`config.mk`:
```
export PLATFORM = sky130hd
export DESIGN_NAME = sfia_top
export DESIGN_NICKNAME = d
export VERILOG_FILES = /design/src/design/sfia_pkg.sv /design/src/design/sfia_apb_slave.sv /design/src/design/sfia_fabric_port.sv /design/src/design/sfia_top.sv
export SDC_FILE = /design/constraint.sdc
export NUM_CORES = 1
export LEC_CHECK = 0
export ABC_CLOCK_PERIOD_IN_PS = 3000
export BUFFER_PORTS_ARGS = -buffer_cell sky130_fd_sc_hd__clkbuf_2
export CAP_MARGIN = 30
export CORE_MARGIN = 5
export CORE_UTILIZATION = 43
export CTS_CLUSTER_DIAMETER = 200
export CTS_CLUSTER_SIZE = 28
export DETAILED_ROUTE_END_ITERATION = 16
export PLACE_DENSITY_LB_ADDON = 0.15
export SLEW_MARGIN = 10
export SYNTH_ARGS = -nofsm -noshare
export SYNTH_HDL_FRONTEND = slang
export SYNTH_SLANG_ARGS = --single-unit
export TNS_END_PERCENT = 10
```
`constraint.sdc`:
```
create_clock -name pclk -period 3 [get_ports pclk]
set_clock_uncertainty 0.15 [all_clocks]
set_input_delay 0.15 -clock pclk [delete_from_list [all_inputs] [get_ports pclk]]
set_output_delay 0.15 -clock pclk [all_outputs]
set_load 0.02 [all_outputs]
```
`src/design/sfia_pkg.sv`:
```
package sfia_pkg;

  // ---------------------------------------------------------------
  // Register map and field layout
  // ---------------------------------------------------------------
  localparam int APB_ADDR_W = 12;
  localparam int DATA_W = 32;
  localparam int TADDR_W = 16;
  localparam int BE_W = 4;

  localparam logic [APB_ADDR_W-1:0] OFF_DATA = 12'h1AC;
  localparam logic [APB_ADDR_W-1:0] OFF_COMMAND = 12'h1B0;

  localparam int BUSY_BIT = 31;
  localparam int DIR_BIT = 30;
  localparam int STEP_UP_BIT = 29;
  localparam int STEP_DOWN_BIT = 28;
  localparam int BE_LSB = 16;
  localparam int TADDR_LSB = 0;

  // ---------------------------------------------------------------
  // Reset values and encodings
  // ---------------------------------------------------------------
  localparam logic [DATA_W-1:0] DATA_RST = 32'h0000_0000;
  localparam logic [BE_W-1:0] BE_RST = 4'h0;
  localparam logic [TADDR_W-1:0] TADDR_RST = 16'h0000;
  localparam logic [TADDR_W-1:0] TADDR_ONE = 16'h0001;
  localparam logic FLAG_RST = 1'b0;
  localparam logic DIR_WRITE = 1'b0;
  localparam logic DIR_READ = 1'b1;

  typedef enum logic [1:0] {
    STEP_NONE = 2'b00,
    STEP_UP = 2'b01,
    STEP_DOWN = 2'b10
  } sfia_step_t;

  typedef enum logic {
    ENG_IDLE = 1'b0,
    ENG_BUSY = 1'b1
  } sfia_eng_t;

  typedef enum logic [1:0] {
    SEL_NONE = 2'b00,
    SEL_DATA = 2'b01,
    SEL_COMMAND = 2'b10
  } sfia_sel_t;

  // ---------------------------------------------------------------
  // Carriers
  // ---------------------------------------------------------------
  typedef struct packed {
    logic psel;
    logic penable;
    logic pwrite;
    logic [APB_ADDR_W-1:0] paddr;
    logic [DATA_W-1:0] pwdata;
    logic [BE_W-1:0] pstrb;
  } sfia_apb_req_t;

  typedef struct packed {
    logic pready;
    logic pslverr;
    logic [DATA_W-1:0] prdata;
  } sfia_apb_rsp_t;

  typedef struct packed {
    logic valid;
    logic write;
    logic [TADDR_W-1:0] addr;
    logic [BE_W-1:0] be;
    logic [DATA_W-1:0] wdata;
  } sfia_fab_req_t;

  typedef struct packed {
    logic ack;
    logic [DATA_W-1:0] rdata;
  } sfia_fab_rsp_t;

endpackage

```
`src/design/sfia_apb_slave.sv`:
```
`timescale 1ns/1ps
module sfia_apb_slave (
  input wire logic pclk,
  input wire logic presetn,
  input sfia_pkg::sfia_apb_req_t apb_req,
  output sfia_pkg::sfia_apb_rsp_t apb_rsp,
  input wire logic addr_hit,
  input wire logic [sfia_pkg::DATA_W-1:0] read_value,
  output logic commit
);
  import sfia_pkg::*;

  typedef struct packed {
    sfia_apb_rsp_t rsp;
  } sfia_slv_state_t;

  sfia_slv_state_t st;
  sfia_slv_state_t next_st;
  logic setup;

  // ---------------------------------------------------------------
  // One wait-free access phase: the answer is prepared in setup.
  // ---------------------------------------------------------------
  always_comb begin
    next_st = st;
    setup = apb_req.psel & ~apb_req.penable;
    next_st.rsp.pready = setup;
    next_st.rsp.pslverr = setup & ~addr_hit;
    if (setup) begin
      next_st.rsp.prdata = (~apb_req.pwrite & addr_hit) ? read_value : DATA_RST;
    end
  end

  always_ff @(posedge pclk or negedge presetn) begin
    if (!presetn) begin
      st <= '0;
    end else begin
      st <= next_st;
    end
  end

  assign apb_rsp = st.rsp;
  assign commit = apb_req.psel & apb_req.penable & st.rsp.pready & ~st.rsp.pslverr;

endmodule

```
`src/design/sfia_fabric_port.sv`:
```
`timescale 1ns/1ps
module sfia_fabric_port (
  input wire logic pclk,
  input wire logic presetn,
  input sfia_pkg::sfia_fab_req_t launch,
  output sfia_pkg::sfia_fab_req_t fab_req,
  input sfia_pkg::sfia_fab_rsp_t fab_rsp,
  output logic done,
  output logic [sfia_pkg::DATA_W-1:0] read_data
);
  import sfia_pkg::*;

  typedef struct packed {
    sfia_fab_req_t req;
    logic done;
    logic [DATA_W-1:0] rdata;
  } sfia_port_state_t;

  sfia_port_state_t st;
  sfia_port_state_t next_st;

  // ---------------------------------------------------------------
  // Request holds until the fabric acknowledges it.
  // ---------------------------------------------------------------
  always_comb begin
    next_st = st;
    next_st.done = 1'b0;
    if (st.req.valid && fab_rsp.ack) begin
      next_st.req.valid = 1'b0;
      next_st.done = 1'b1;
      if (!st.req.write) begin
        next_st.rdata = fab_rsp.rdata;
      end
    end else if (launch.valid && !st.req.valid) begin
      next_st.req = launch;
    end
  end

  always_ff @(posedge pclk or negedge presetn) begin
    if (!presetn) begin
      st <= '0;
    end else begin
      st <= next_st;
    end
  end

  assign fab_req = st.req;
  assign done = st.done;
  assign read_data = st.rdata;

endmodule

```
`src/design/sfia_top.sv`:
```
// The APB interface to the registers was chosen for this implementation.
`timescale 1ns/1ps
module sfia_top (
  input wire logic pclk,
  input wire logic presetn,
  input sfia_pkg::sfia_apb_req_t apb_req,
  output sfia_pkg::sfia_apb_rsp_t apb_rsp,
  output sfia_pkg::sfia_fab_req_t fab_req,
  input sfia_pkg::sfia_fab_rsp_t fab_rsp
);
  import sfia_pkg::*;

  // ---------------------------------------------------------------
  // State
  // ---------------------------------------------------------------
  typedef struct packed {
    logic [DATA_W-1:0] host_value;
    logic [DATA_W-1:0] fabric_value;
    sfia_eng_t eng;
    logic direction_select;
    logic address_step_up;
    logic address_step_down;
    logic [BE_W-1:0] byte_lane_enables;
    logic [TADDR_W-1:0] target_address;
    sfia_step_t pending_step;
  } sfia_top_state_t;

  sfia_top_state_t st;
  sfia_top_state_t next_st;
  sfia_fab_req_t launch;
  sfia_sel_t sel;
  logic addr_hit;
  logic commit;
  logic done;
  logic [DATA_W-1:0] read_value;
  logic [DATA_W-1:0] port_rdata;
  logic [DATA_W-1:0] cmd_merged;
  logic [TADDR_W-1:0] stepped;
  sfia_step_t step_kind;
  logic busy;

  // ---------------------------------------------------------------
  // Helpers
  // ---------------------------------------------------------------
  function automatic sfia_sel_t reg_select(input logic [APB_ADDR_W-1:0] addr);
    sfia_sel_t s;
    if (addr == OFF_DATA) begin
      s = SEL_DATA;
    end else if (addr == OFF_COMMAND) begin
      s = SEL_COMMAND;
    end else begin
      s = SEL_NONE;
    end
    return s;
  endfunction

  function automatic logic [DATA_W-1:0] strobe_merge(
    input logic [DATA_W-1:0] old_value,
    input logic [DATA_W-1:0] new_value,
    input logic [BE_W-1:0] strb
  );
    logic [DATA_W-1:0] r;
    r = old_value;
    for (int i = 0; i < BE_W; i++) begin
      if (strb[i]) begin
        r[i*8 +: 8] = new_value[i*8 +: 8];
      end
    end
    return r;
  endfunction

  function automatic logic [TADDR_W-1:0] step_address(
    input logic [TADDR_W-1:0] addr,
    input sfia_step_t kind
  );
    logic [TADDR_W-1:0] r;
    case (kind)
      STEP_UP: r = addr + TADDR_ONE;
      STEP_DOWN: r = addr - TADDR_ONE;
      default: r = addr;
    endcase
    return r;
  endfunction

  // Reserved bits 27:20 are never stored, so they read as zero.
  function automatic logic [DATA_W-1:0] command_word(input sfia_top_state_t s);
    logic [DATA_W-1:0] w;
    w = DATA_RST;
    w[BUSY_BIT] = (s.eng == ENG_BUSY);
    w[DIR_BIT] = s.direction_select;
    w[STEP_UP_BIT] = s.address_step_up;
    w[STEP_DOWN_BIT] = s.address_step_down;
    w[BE_LSB +: BE_W] = s.byte_lane_enables;
    w[TADDR_LSB +: TADDR_W] = s.target_address;
    return w;
  endfunction

  // ---------------------------------------------------------------
  // Register read path
  // ---------------------------------------------------------------
  always_comb begin
    sel = reg_select(apb_req.paddr);
    addr_hit = (sel != SEL_NONE);
    read_value = DATA_RST;
    if (sel == SEL_DATA) begin
      read_value = st.direction_select ? st.fabric_value : st.host_value;
    end else if (sel == SEL_COMMAND) begin
      read_value = command_word(st);
    end
  end

  // ---------------------------------------------------------------
  // Command engine
  // ---------------------------------------------------------------
  always_comb begin
    next_st = st;
    launch = '0;
    busy = (st.eng == ENG_BUSY);
    cmd_merged = strobe_merge(command_word(st), apb_req.pwdata, apb_req.pstrb);
    // Step-up outranks step-down when both are set.
    if (st.address_step_up) begin
      step_kind = STEP_UP;
    end else if (st.address_step_down) begin
      step_kind = STEP_DOWN;
    end else begin
      step_kind = STEP_NONE;
    end
    stepped = step_address(st.target_address, step_kind);

    // Completion: the fabric value and the busy clear land on the same edge.
    if (busy && done) begin
      next_st.eng = ENG_IDLE;
      if (st.direction_select == DIR_READ) begin
        next_st.fabric_value = port_rdata;
      end
      next_st.target_address = step_address(st.target_address, st.pending_step);
      next_st.pending_step = STEP_NONE;
    end

    // While busy the host is expected to keep off, so accesses then have no effect.
    if (commit && !busy) begin
      if (apb_req.pwrite) begin
        if (sel == SEL_DATA) begin
          next_st.host_value = strobe_merge(st.host_value, apb_req.pwdata, apb_req.pstrb);
          if (step_kind != STEP_NONE && st.direction_select == DIR_WRITE) begin
            launch.valid = 1'b1;
            launch.write = 1'b1;
            launch.addr = st.target_address;
            launch.be = st.byte_lane_enables;
            launch.wdata = next_st.host_value;
            next_st.pending_step = step_kind;
            next_st.eng = ENG_BUSY;
          end
        end else if (sel == SEL_COMMAND) begin
          next_st.direction_select = cmd_merged[DIR_BIT];
          next_st.address_step_up = cmd_merged[STEP_UP_BIT];
          next_st.address_step_down = cmd_merged[STEP_DOWN_BIT];
          next_st.byte_lane_enables = cmd_merged[BE_LSB +: BE_W];
          next_st.target_address = cmd_merged[TADDR_LSB +: TADDR_W];
          if (cmd_merged[BUSY_BIT]) begin
            launch.valid = 1'b1;
            launch.write = (cmd_merged[DIR_BIT] == DIR_WRITE);
            launch.addr = cmd_merged[TADDR_LSB +: TADDR_W];
            launch.be = cmd_merged[BE_LSB +: BE_W];
            launch.wdata = st.host_value;
            next_st.pending_step = STEP_NONE;
            next_st.eng = ENG_BUSY;
          end
        end
      end else if (sel == SEL_DATA && st.direction_select == DIR_READ &&
                   step_kind != STEP_NONE) begin
        // The reader already took the old value; fetch the neighbour now.
        next_st.target_address = stepped;
        launch.valid = 1'b1;
        launch.write = 1'b0;
        launch.addr = stepped;
        launch.be = st.byte_lane_enables;
        launch.wdata = st.host_value;
        next_st.pending_step = STEP_NONE;
        next_st.eng = ENG_BUSY;
      end
    end
  end

  always_ff @(posedge pclk or negedge presetn) begin
    if (!presetn) begin
      st.host_value <= DATA_RST;
      st.fabric_value <= DATA_RST;
      st.eng <= ENG_IDLE;
      st.direction_select <= DIR_WRITE;
      st.address_step_up <= FLAG_RST;
      st.address_step_down <= FLAG_RST;
      st.byte_lane_enables <= BE_RST;
      st.target_address <= TADDR_RST;
      st.pending_step <= STEP_NONE;
    end else begin
      st <= next_st;
    end
  end

  // ---------------------------------------------------------------
  // Bus slave and fabric port
  // ---------------------------------------------------------------
  sfia_apb_slave i_sfia_apb_slave (
    .pclk(pclk),
    .presetn(presetn),
    .apb_req(apb_req),
    .apb_rsp(apb_rsp),
    .addr_hit(addr_hit),
    .read_value(read_value),
    .commit(commit)
  );

  sfia_fabric_port i_sfia_fabric_port (
    .pclk(pclk),
    .presetn(presetn),
    .launch(launch),
    .fab_req(fab_req),
    .fab_rsp(fab_rsp),
    .done(done),
    .read_data(port_rdata)
  );

endmodule

```
==> results of run 1 <==
[cells by family (layout without fill, tap and decap cells)]
| group | count (synthesis) | in the layout |
|---|---|---|
| and+or+nand+nor | 318 | 318 |
| AOI/OAI and AO/OA | 313 | 313 |
| DFF | 211 | 211 |
| muxes | 154 | 154 |
| buffers and inverters | 108 | 336 |
| xor gates and xnor gates | 22 | 22 |
| adders and majority gates | 4 | 4 |
[where the power goes]
part / switching [mW] / leakage [nW] / internal, mW
Clock: 0.940 / 0.144 / 0.682
Sequential: 0.0728 / 2.87 / 2.96
Combinational: 0.365 / 2.99 / 0.277
[worst min-delay path by stage]
stage	to	start	cells after the start	slack (ps)
after floorplan	busy	presetn	0	-300
after global placement	i_sfia_fabric_port.fab_req[40]	presetn	1	9
after detailed placement	i_sfia_fabric_port.fab_req[42]	presetn	1	7
after CTS	st[22]	apb_req[3]	3	1
after global routing	i_sfia_apb_slave.apb_rsp[32]	apb_req[39]	4	50
final	i_sfia_fabric_port.fab_req[42]	presetn	2	20
[sequential cells by signal, summed over array words and instances, names as in the netlist]
register	flops
st	89
i_sfia_fabric_port.fab_req	54
i_sfia_apb_slave.apb_rsp	34
i_sfia_fabric_port.read_data	32
busy	1
i_sfia_fabric_port.done	1
[worst register-to-register path, delay by kind of cell, from the launching register on]
family | cells | cell delay, ps
compound gates | 3 | 690
xor+xnor | 1 | 150
simple gates | 3 | 660
fa+ha+maj | 1 | 250
buf+inv | 1 | 170
flops | 1 | 550
[routing by layer]
layer / track usage [%] / vias to the layer above / wire, um / part of all wire, %
met3: 4.11 / 58 / 2510 / 6.4
met5: 0 / - / 13 / 0.033
met2: 43.7 / 354 / 18800 / 48
li1: - / 4569 / - / -
met1: 36.3 / 4924 / 16700 / 43
met4: 7.17 / 2 / 995 / 2.6
[Yosys cell counts, types with 15 or more instances]
| library cell | instances |
|---|---|
| nor2_1 | 80 |
| clkbuf_1 | 62 |
| mux2_2 | 108 |
| xnor2_1 | 17 |
| buf_2 | 15 |
| o21ai_0 | 104 |
| mux2i_1 | 46 |
| nand2_1 | 133 |
| a21oi_1 | 62 |
| dfrtp_1 | 211 |
| a22oi_1 | 38 |
| inv_1 | 16 |
| nor3_1 | 22 |
| a221oi_1 | 17 |
[cell type report]
class,count,area share (%)
Inverter,17,0.469
Clock buffer,12,2.05
Sequential cell,211,38.8
Clock inverter,1,0.119
Timing Repair Buffer,306,15.4
Tap cell,335,3.08
Multi-Input combinational cell,811,40.1
[what timing repair did]
item / CTS / global route
gates resized for setup: 0 / 2
hold endpoints to repair: 194 / 0
hold buffers: 67 / 0
buffers inserted: 0 / 0
endpoints found under the setup margin: 0 / 2
==> impl_results.md, run 1 <==
* Number of flip-flops and latches in the synthesized netlist at approximately 210
* Routability congestion estimate from global placement at ~0.94
* Data arrival time of the critical path at 2960 ps
* Depth of the most critical reg-to-reg path at 9
* FILL cells at 2373
* RSZ-0062 raised after global routing: no
* Non-filler cells, final at 1693
* Post-synthesis area per instance at ~10 um^2
* List of cells traversed by the critical path: inv_1, ha_1, nor3b_2, nand2_1, nor4_4, xnor2_1, a211o_1, a221oi_1, a221oi_1
* Cts bufs inserted at 11
* Drt total wl at between 30000 and 40000 um
* Max Cap Viol at 0
* Clock network latency to the later pin of the worst-skew pair at 500 ps
* Launch point of the worst reg-to-reg path: st[2]
* Overall via count from detail_route at 9907
* Cells after synthesis at between 1000 and 1500
* Outcome: finished, final reports clean
* Multiplexer share of the synthesized area at 15.0%
* IR Drop Worst-Case VDD at 0.360 mV
* Synthesized-area fraction occupied by and/or/nand/nor cells at 13.6%
* Highest-count cells in the layout ignoring fill and taps: dfrtp_1, clkbuf_2, nand2_1
* Most used DFF post-synth: dfrtp_1
* Top cells by area, synth: dfrtp_1, mux2_2, o21ai_0
* Endpoint of the worst setup timing path: st[16]
* Post-synthesis cell type with the largest combined area: dfrtp_1
* Critical Path Source: st[2]
* Setup slack on the worst flop-to-flop path at 240 ps
* Total iterations of the first detailed-routing run at 5
* GRT Residual Overflow at 0
* Largest family of logic cells by synthesized area: compound AO/OA/AOI/OAI gates
* Smallest setup slack after layout at 241 ps
* Vert. Die Dim at 171 um
* Mapped Nets at 1220
* Remaining DRCs at 0
* Footprint of the flip-flops and latches at 5280 um^2
* Worst endpoint required time at about 3200 ps
* Total instance count after detailed placement at 1613
* Setup_tns at 0 ps
* Total of endpoints with negative setup slack in the final report at 0
* Final HPWL DP at ~28000 um
* Antenna Violating Nets Remaining at 0
* Number of global-route vias before repair at 9903
* Placed Area at 12600 um^2
* Final design area excluding fillers at 13600 um^2
* Worst reg2reg endpoint: st[16]
* Vias per cell at 5.85
* Number of flops mapped to enable cells by yosys at 0
* Area share of the largest cell type after synthesis at 47.4%
* Die area at 29300 um^2
* Total track usage at 26.4%
* Initial antenna violation count at 1
* Standard-cell rows at 59
* CTS tree: built
* Largest fanout on the critical path at 11
* Family with the most delay on the worst path: compound AO/OA/AOI/OAI gates
* Overall power consumption at 5.30 mW
* Routed wirelength normalized by instance count at between 20 and 25 um
* Cell area after synthesis at 11200 um^2
* Startpoint kind of the worst setup timing path: register
* Multi-input logic area at 5460 um^2
* Worst-case hold slack at 16.1 ps
* Highest attainable clock frequency at 0.362 GHz
* Iter 0 DRT Violations at between 900 and 1000
* Number of ports placed on the die boundary at 174
* Clock-pin slew reported for the worst setup and hold paths after clock tree synthesis at around 140 ps
* Post-layout util at between 50% and 60%
* XOR/XNOR share of the synthesized area at 1.73%
* Setup WS pre-CTS at 287 ps
* Number of distinct library cell variants in the gate-level netlist after synthesis at 69
* H-tree Lvls at 1
* Post-synthesis adder-cell area fraction at 0.449%
* Proportion of synthesized flip-flops having asynchronous set or reset at 100%
* Effective utilization at floorplan at 43.3%
* First-pass GRT wire length at 59900 um
* Layout cells sized above 1 at 28.3%
* Clock tree root driver cell: clkbuf_16
* Crit path capture type: register
* Tightest Pin Transition at 942 ps
* Pwr per Cell Area at 389 nW/um^2
* Clock buffer depth at 3
* Antenna fix cells at 0
* Max-slew violation count at 0
* Seq/Total Area, Yosys at 47.4%
* Number of buffers and inverters on the critical path at 1
* Worst hold path class: input port to asynchronous set/reset pin
* Final cycle utilization of the critical path at between 90% and 100%
* Clock Sink Count at 211
* Syn-to-layout area delta at 22.1%
* Horizontal die dimension at 171 um
* Critical path's most frequent cell: a221oi_1
* Count of port buffers added during placement at between 150 and 200
* Most common cell after layout, fill and taps aside: dfrtp_1
* Worst-path cell with the longest stage delay: dfrtp_1
* Maximum number of pins on one net before global-route repair at 78
* Compound-cell area share of the yosys netlist at 18.0%
* Yosys warning count at 0
* Floorplan core area at 25800 um^2
* Leakage power summed over all cells at 6.00 nW
* Critical Setup Path Class: register to register
* Layout Nets at roughly 1400
* Cell depth of the worst setup path at 9
* Final critical-path required period at 2760 ps
* Tightest slew margin relative to the limit at 37.2%
* Number of hold violations in the final report at 0
* Slowest Stage Delay on Critical Path at between 500 and 600 ps
(Power assumes the default switching activity.)
==> run 2: changes to the inputs <==
Settings changed: BUFFER_PORTS_ARGS -buffer_cell sky130_fd_sc_hd__clkbuf_2 to -buffer_cell sky130_fd_sc_hd__buf_2, PLACE_DENSITY set to 0.66, PLACE_DENSITY_LB_ADDON 0.15 to not set.
==> run 2 against run 1 <==
Cell area hardly changed. Routed wire length is 1.7% lower. Critical path type unchanged. Register-to-register slack hardly changed. Clock power hardly changed. Flip-flop and latch count stayed put.
==> impl_results.md, run 2 (synthesis results as in run 1) <==
* Standard-cell rows at 59
* Antenna Violating Nets Remaining at 0
* Routability congestion estimate from global placement at 1.04
* Crit path capture type: register
* Maximum number of pins on one net before global-route repair at 87
* Net switching power at 1.37 mW
* Placed Area at roughly 13000 um^2
* Largest fanout on the critical path at 12
* Pwr per Cell Area at 388 nW/um^2
* Flop pwr share at a little under three fifths
* Routed wirelength normalized by instance count at ~23 um
* Total track usage at 25.9%
* Final HPWL DP at 27400 um
* Largest Register: st
* Clock network latency to the later pin of the worst-skew pair at 480 ps
* Total iterations of the first detailed-routing run at 7
* Highest-count cells in the layout ignoring fill and taps: dfrtp_1, buf_2, nand2_1
* Max Cap Viol at 0
* Count of port buffers added during placement at 173
* Worst-path cell with the longest stage delay: dfrtp_1
* Tightest slew margin relative to the limit at 35.2%
* Startpoint kind of the worst setup timing path: register
* Final critical-path required period at 2770 ps
* FILL cells at 2309
* H-tree Lvls at 1
* Overall via count from detail_route at 10100
* Setup slack on the worst flop-to-flop path at 230 ps
* Horizontal die dimension at 171 um
* Number of hold violations in the final report at 0
* Initial antenna violation count at 3
* Max reg flops at just under 90
* Floorplan core area at ~26000 um^2
* Vert. Die Dim at about 170 um
* Most common cell after layout, fill and taps aside: dfrtp_1
* Number of global-route vias before repair at 10300
* Max-slew violation count at 0
* Worst hold path class: input port to register
* Clock Sink Count at ~210
* Setup WS pre-CTS at approximately 200 ps
* Iter 0 DRT Violations at 860
* Setup_tns at 0 ps
* Total of endpoints with negative setup slack in the final report at 0
* Layout cells sized above 1 at around 28%
* Final design area excluding fillers at 13600 um^2
* Slowest Stage Delay on Critical Path at 630 ps
* List of cells traversed by the critical path: or4_4, nor4_1, nand2_1, a221o_1, mux2_2, a21oi_1, a221oi_1
* Number of ports placed on the die boundary at 174
* Final cycle utilization of the critical path at 92.2%
* Power share of the combinational group at between 10% and 20%
* Die area at 29300 um^2
* Clock tree root driver cell: clkbuf_16
* Cell-internal power at 3.92 mW
* Syn-to-layout area delta at 22.2%
* Remaining DRCs at 0
* Smallest setup slack after layout at ~230 ps
* Clock buffer depth at 3
* CTS tree: built
* Launch point of the worst reg-to-reg path: st[10]
* Endpoint of the worst hold path: st[22]
* Switching fraction of total power at between 20% and 30%
* First-pass GRT wire length at 59400 um
* Cts bufs inserted at 11
* RSZ-0062 raised after global routing: no
* GRT Residual Overflow at 0
* Depth of the most critical reg-to-reg path at 7
* Hold Startpoint: apb_req[3]
* Effective utilization at floorplan at between 40 and 50%
* Clock-pin slew reported for the worst setup and hold paths after clock tree synthesis at 120 ps
* Layout Nets at 1449
* Highest attainable clock frequency at between 0.3 and 0.4 GHz
* Leakage power summed over all cells at 6.06 nW
* Critical Setup Path Class: register to register
* Worst hold path stage count at 3
* Vias per cell at 5.95
* IR Drop Worst-Case VDD at 0.362 mV
* Worst reg2reg endpoint: st[17]
* Drt total wl at 38300 um
* Tightest Pin Transition at ~1000 ps
* Clock network power share at 30.5%
* Outcome: finished, final reports clean
* Worst endpoint required time at 3190 ps
* Data arrival time of the critical path at approximately 3000 ps
[run 2: per-stage QoR]
stage                     power [mW]  hold WS [ps]  util (%)  std cells
after CTS                       5.33          1.82      52.8       1694
after global placement          3.65           113      49.1       1613
after detailed placement        3.66           108      49.1       1613
after global routing            5.49          37.0      52.9       1695
final                           5.29          10.3      52.9       1695
after floorplan                 3.37          -296         -       1130
[run 2: critical path, delay by kind of cell, from the launching register on]
family          cells  cell delay, ps
simple gates        3            1010
mux                 1             280
compound gates      3             560
flops               1             630
[run 2: worst max-delay path by stage]
stage	startpoint	end	slack, ps	depth (start not counted)
2_1_floorplan	st[3]	st[13]	430	8
3_3_place_gp	st[2]	st[16]	280	9
3_5_place_dp	st[2]	st[16]	200	9
4_1_cts	st[2]	st[16]	130	9
5_1_grt	st[2]	st[16]	50	9
6_report	st[10]	st[17]	230	7
[run 2: per-layer routing]
metal,part of all wire (%),track usage [%],vias to the layer above
met1,40,33.3,5017
met3,7.6,5.50,89
met2,48,42.7,423
met4,4.4,11.0,4
met5,0.055,0,-
li1,-,-,4549
[run 2: area by class of cell]
type / count / area (um^2) / share of cell area [%]
multi-input combinational: 811 / 5460 / 40.1
sequential: 211 / 5280 / 38.8
timing repair buffer: 307 / 2100 / 15.4
tap: 335 / 419 / 3.08
clock buffer: 12 / 279 / 2.05
inverter: 17 / 63.8 / 0.468
clock inverter: 1 / 16.3 / 0.119
antenna: 1 / 2.50 / 0.0184
[run 2: timing repair]
item	CTS	global route
buffers inserted	0	0
hold endpoints to repair	189	0
endpoints found under the setup margin	0	2
hold buffers	68	0
resized for setup	0	2
[run 2: power by group through the flow]
stage,registers [mW],clock network [mW],logic [mW]
final,3.04,1.62,0.641
after global routing,3.05,1.74,0.698
after CTS,3.04,1.65,0.636
after detailed placement,3.09,0,0.567
after global placement,3.09,0,0.562
after floorplan,3.10,0,0.274
==> run 3: changes to the inputs <==
Settings changed: ABC_AREA set to 1, CAP_MARGIN 30 to 5.
==> run 3 against run 2 <==
Flip-flop and latch count unchanged. Core utilization down 1.5 points. Cell area up 5.0%. Via count up 25%. Sequential power up 13%. Die area up 8.7%. Hold slack better by 22 ps. Synthesized cell count up 55%. Clock power about the same. Largest power group unchanged.
==> impl_results.md, run 3 <==
* Most common cell in the synthesized netlist: nand2_1
* FILL cells at between 2000 and 3000
* Depth of the most critical reg-to-reg path at 9
* Setup slack on the worst flop-to-flop path at 210 ps
* Post-synthesis area per instance at 6.95 um^2
* H-tree Lvls at 1
* Clock Sink Count at ~210
* Final HPWL DP at around 33000 um
* Seq/Total Area, Yosys at between 40% and 50%
* Setup_tns at 0 ps
* Clock buffer depth at 3
* Max Cap Viol at 0
* Remaining DRCs at 0
* Vias per cell at 5.43
* Iter 0 DRT Violations at 1376
* Routability congestion estimate from global placement at 0.990
* Antenna fix cells at 0
* Tightest Pin Transition at around 1100 ps
* Number of ports placed on the die boundary at around 170
* Most common cell after layout, fill and taps aside: nand2_1
* Number of global-route vias before repair at 12100
* Hold Startpoint: apb_req[2]
* Worst reg2reg endpoint: st[23]
* Worst hold path stage count at 5
* Total of endpoints with negative setup slack in the final report at 0
* CTS tree: built
* Final critical-path required period at 2790 ps
* Max-slew violation count at 0
* Total track usage at 28.5%
* Final cycle utilization of the critical path at 92.9%
* Number of distinct library cell variants in the gate-level netlist after synthesis at 39
* Endpoint of the worst hold path: st[76]
* Cells after synthesis at 1752
* Yosys warning count at 0
* Routed wirelength normalized by instance count at 19.5 um
* Smallest setup slack after layout at around 210 ps
* Worst hold path class: input port to register
* Total iterations of the first detailed-routing run at 5
* Clock network latency to the later pin of the worst-skew pair at between 400 and 500 ps
* Worst-case hold slack at 31.9 ps
* Clock-pin slew reported for the worst setup and hold paths after clock tree synthesis at approximately 110 ps
* IR Drop Worst-Case VDD at 0.323 mV
* Post-CTS Setup Repair Bufs at 0
* Overall via count from detail_route at roughly 13000
* Tightest slew margin relative to the limit at 27.2%
* Cell area after synthesis at approximately 12000 um^2
* Most used DFF post-synth: dfrtp_1
* Top cells by area, synth: dfrtp_1, nand2_1, o21ai_0
* Number of flops mapped to enable cells by yosys at 0
* Post-synthesis cell type with the largest combined area: dfrtp_1
* Number of hold violations in the final report at 0
* Antenna Violating Nets Remaining at 0
* Drt total wl at 45100 um
* Horizontal die dimension at 178 um
* Standard-cell rows at 61
* Mapped Nets at 1842
* Layout cells sized above 1 at 12.6%
* Outcome: finished, final reports clean
* Number of hold buffers added after cts at 58
* Effective utilization at floorplan at between 40% and 50%
* Largest Register: st
* Area share of the largest cell type after synthesis at 43.4%
* Launch point of the worst reg-to-reg path: i_sfia_apb_slave.apb_rsp[32]
* Synth top cells by count: nand2_1, dfrtp_1, o21ai_0
* Highest attainable clock frequency at 0.359 GHz
* Setup WS pre-CTS at around 490 ps
* Layout Nets at 2027
* GRT Residual Overflow at 0
* Worst endpoint required time at 3230 ps
* Number of flip-flops and latches in the synthesized netlist at about 210
* Largest fanout on the critical path at 12
* Max reg flops at 89
* Initial antenna violation count at 0
* First-pass GRT wire length at 70600 um
* Vert. Die Dim at 178 um
* Die area at 31800 um^2
* Startpoint kind of the worst setup timing path: register
* Syn-to-layout area delta at 17.6%
* Leakage power summed over all cells at 7.40 nW
* Pwr per Cell Area at between 400 and 500 nW/um^2
* RSZ-0062 raised after global routing: no
* Overall power consumption at 6.83 mW
* Maximum number of pins on one net before global-route repair at 81
* Proportion of synthesized flip-flops having asynchronous set or reset at between 90% and 100%
* Clock tree root driver cell: clkbuf_16
* Data arrival time of the critical path at 3020 ps
* Cts bufs inserted at 11
* Count of port buffers added during placement at between 150 and 200
* Highest-count cells in the layout ignoring fill and taps: nand2_1, dfrtp_1, o21ai_0
* Number of gates resized after cts at 0
* Crit path capture type: register
* Floorplan core area at 27900 um^2
* Critical Setup Path Class: register to register
[run 3: changes by cell type after synthesis, sizes merged, moves of 45 or more]
cell | previous run | this run
o21ai | 109 | 199
nand2 | 133 | 589
nor2 | 81 | 126
mux2 | 108 | 1
inv | 16 | 159
nand3 | 13 | 188
[run 3: worst max path at each step]
stage          slack (ps)  cells after the start                          from      to
2_1_floorplan         960                      9  i_sfia_apb_slave.apb_rsp[32]  st[87]
3_3_place_gp          580                     10                         st[4]   st[7]
3_5_place_dp          490                      7  i_sfia_apb_slave.apb_rsp[32]   st[0]
4_1_cts               330                      9  i_sfia_apb_slave.apb_rsp[32]  st[23]
5_1_grt                60                      9  i_sfia_apb_slave.apb_rsp[32]  st[23]
6_report              210                      9  i_sfia_apb_slave.apb_rsp[32]  st[23]
[run 3: final cells by class]
type,count,area [um^2],share of cell area [%]
clock inverters,1,16.3,0.114
inverters,163,614,4.29
well taps,378,473,3.30
repair buffers,271,1780,12.4
flip-flops and latches,211,5280,36.9
clock buffers,11,275,1.92
multi-input cells,1279,5870,41.0
[run 3: metal layers]
metal,routed length (um),vias up,GRT usage (%)
li1,-,5993,-
met1,19800,5852,41.8
met2,18800,641,41.6
met3,4720,83,6.19
met4,1720,0,10.4
met5,0,-,0
[run 3: where the power goes]
| group | switching, mW | total, mW | internal (mW) |
|---|---|---|---|
| logic | 1.14 | 1.76 | 0.621 |
| clock network | 0.951 | 1.63 | 0.678 |
| registers | 0.262 | 3.44 | 3.18 |
[run 3: through the flow]
step           instance area [um^2]  utilization, %  cells
2_1_floorplan                 12200               -   1752
3_3_place_gp                  13400            48.3   2244
3_5_place_dp                  13400            48.3   2244
4_1_cts                       14300            51.4   2314
5_1_grt                       14300            51.4   2314
6_report                      14300            51.4   2314
[run 3: logic make-up (layout without fill, tap and decap cells)]
logic type | after synthesis | in the layout | share of synthesized area, %
AO/OA/AOI/OAI | 324 | 324 | 14.6
XOR/XNOR | 12 | 12 | 0.863
buffers and inverters | 262 | 446 | 8.46
flip-flops | 211 | 211 | 43.4
multiplexers | 9 | 9 | 0.750
adder cells (fa/ha/maj) | 4 | 4 | 0.411
AND/OR/NAND/NOR | 930 | 930 | 31.6
[run 3: worst max-delay path: stages, from the launching register on]
cell	delay [ps]
dfrtp_1	390
nand3b_1	150
nor3_1	130
buf_4	240
nand2_1	290
nor2_1	430
nand2_1	160
nand2_1	80
o21ai_0	80
dlygate4sd3_1	580
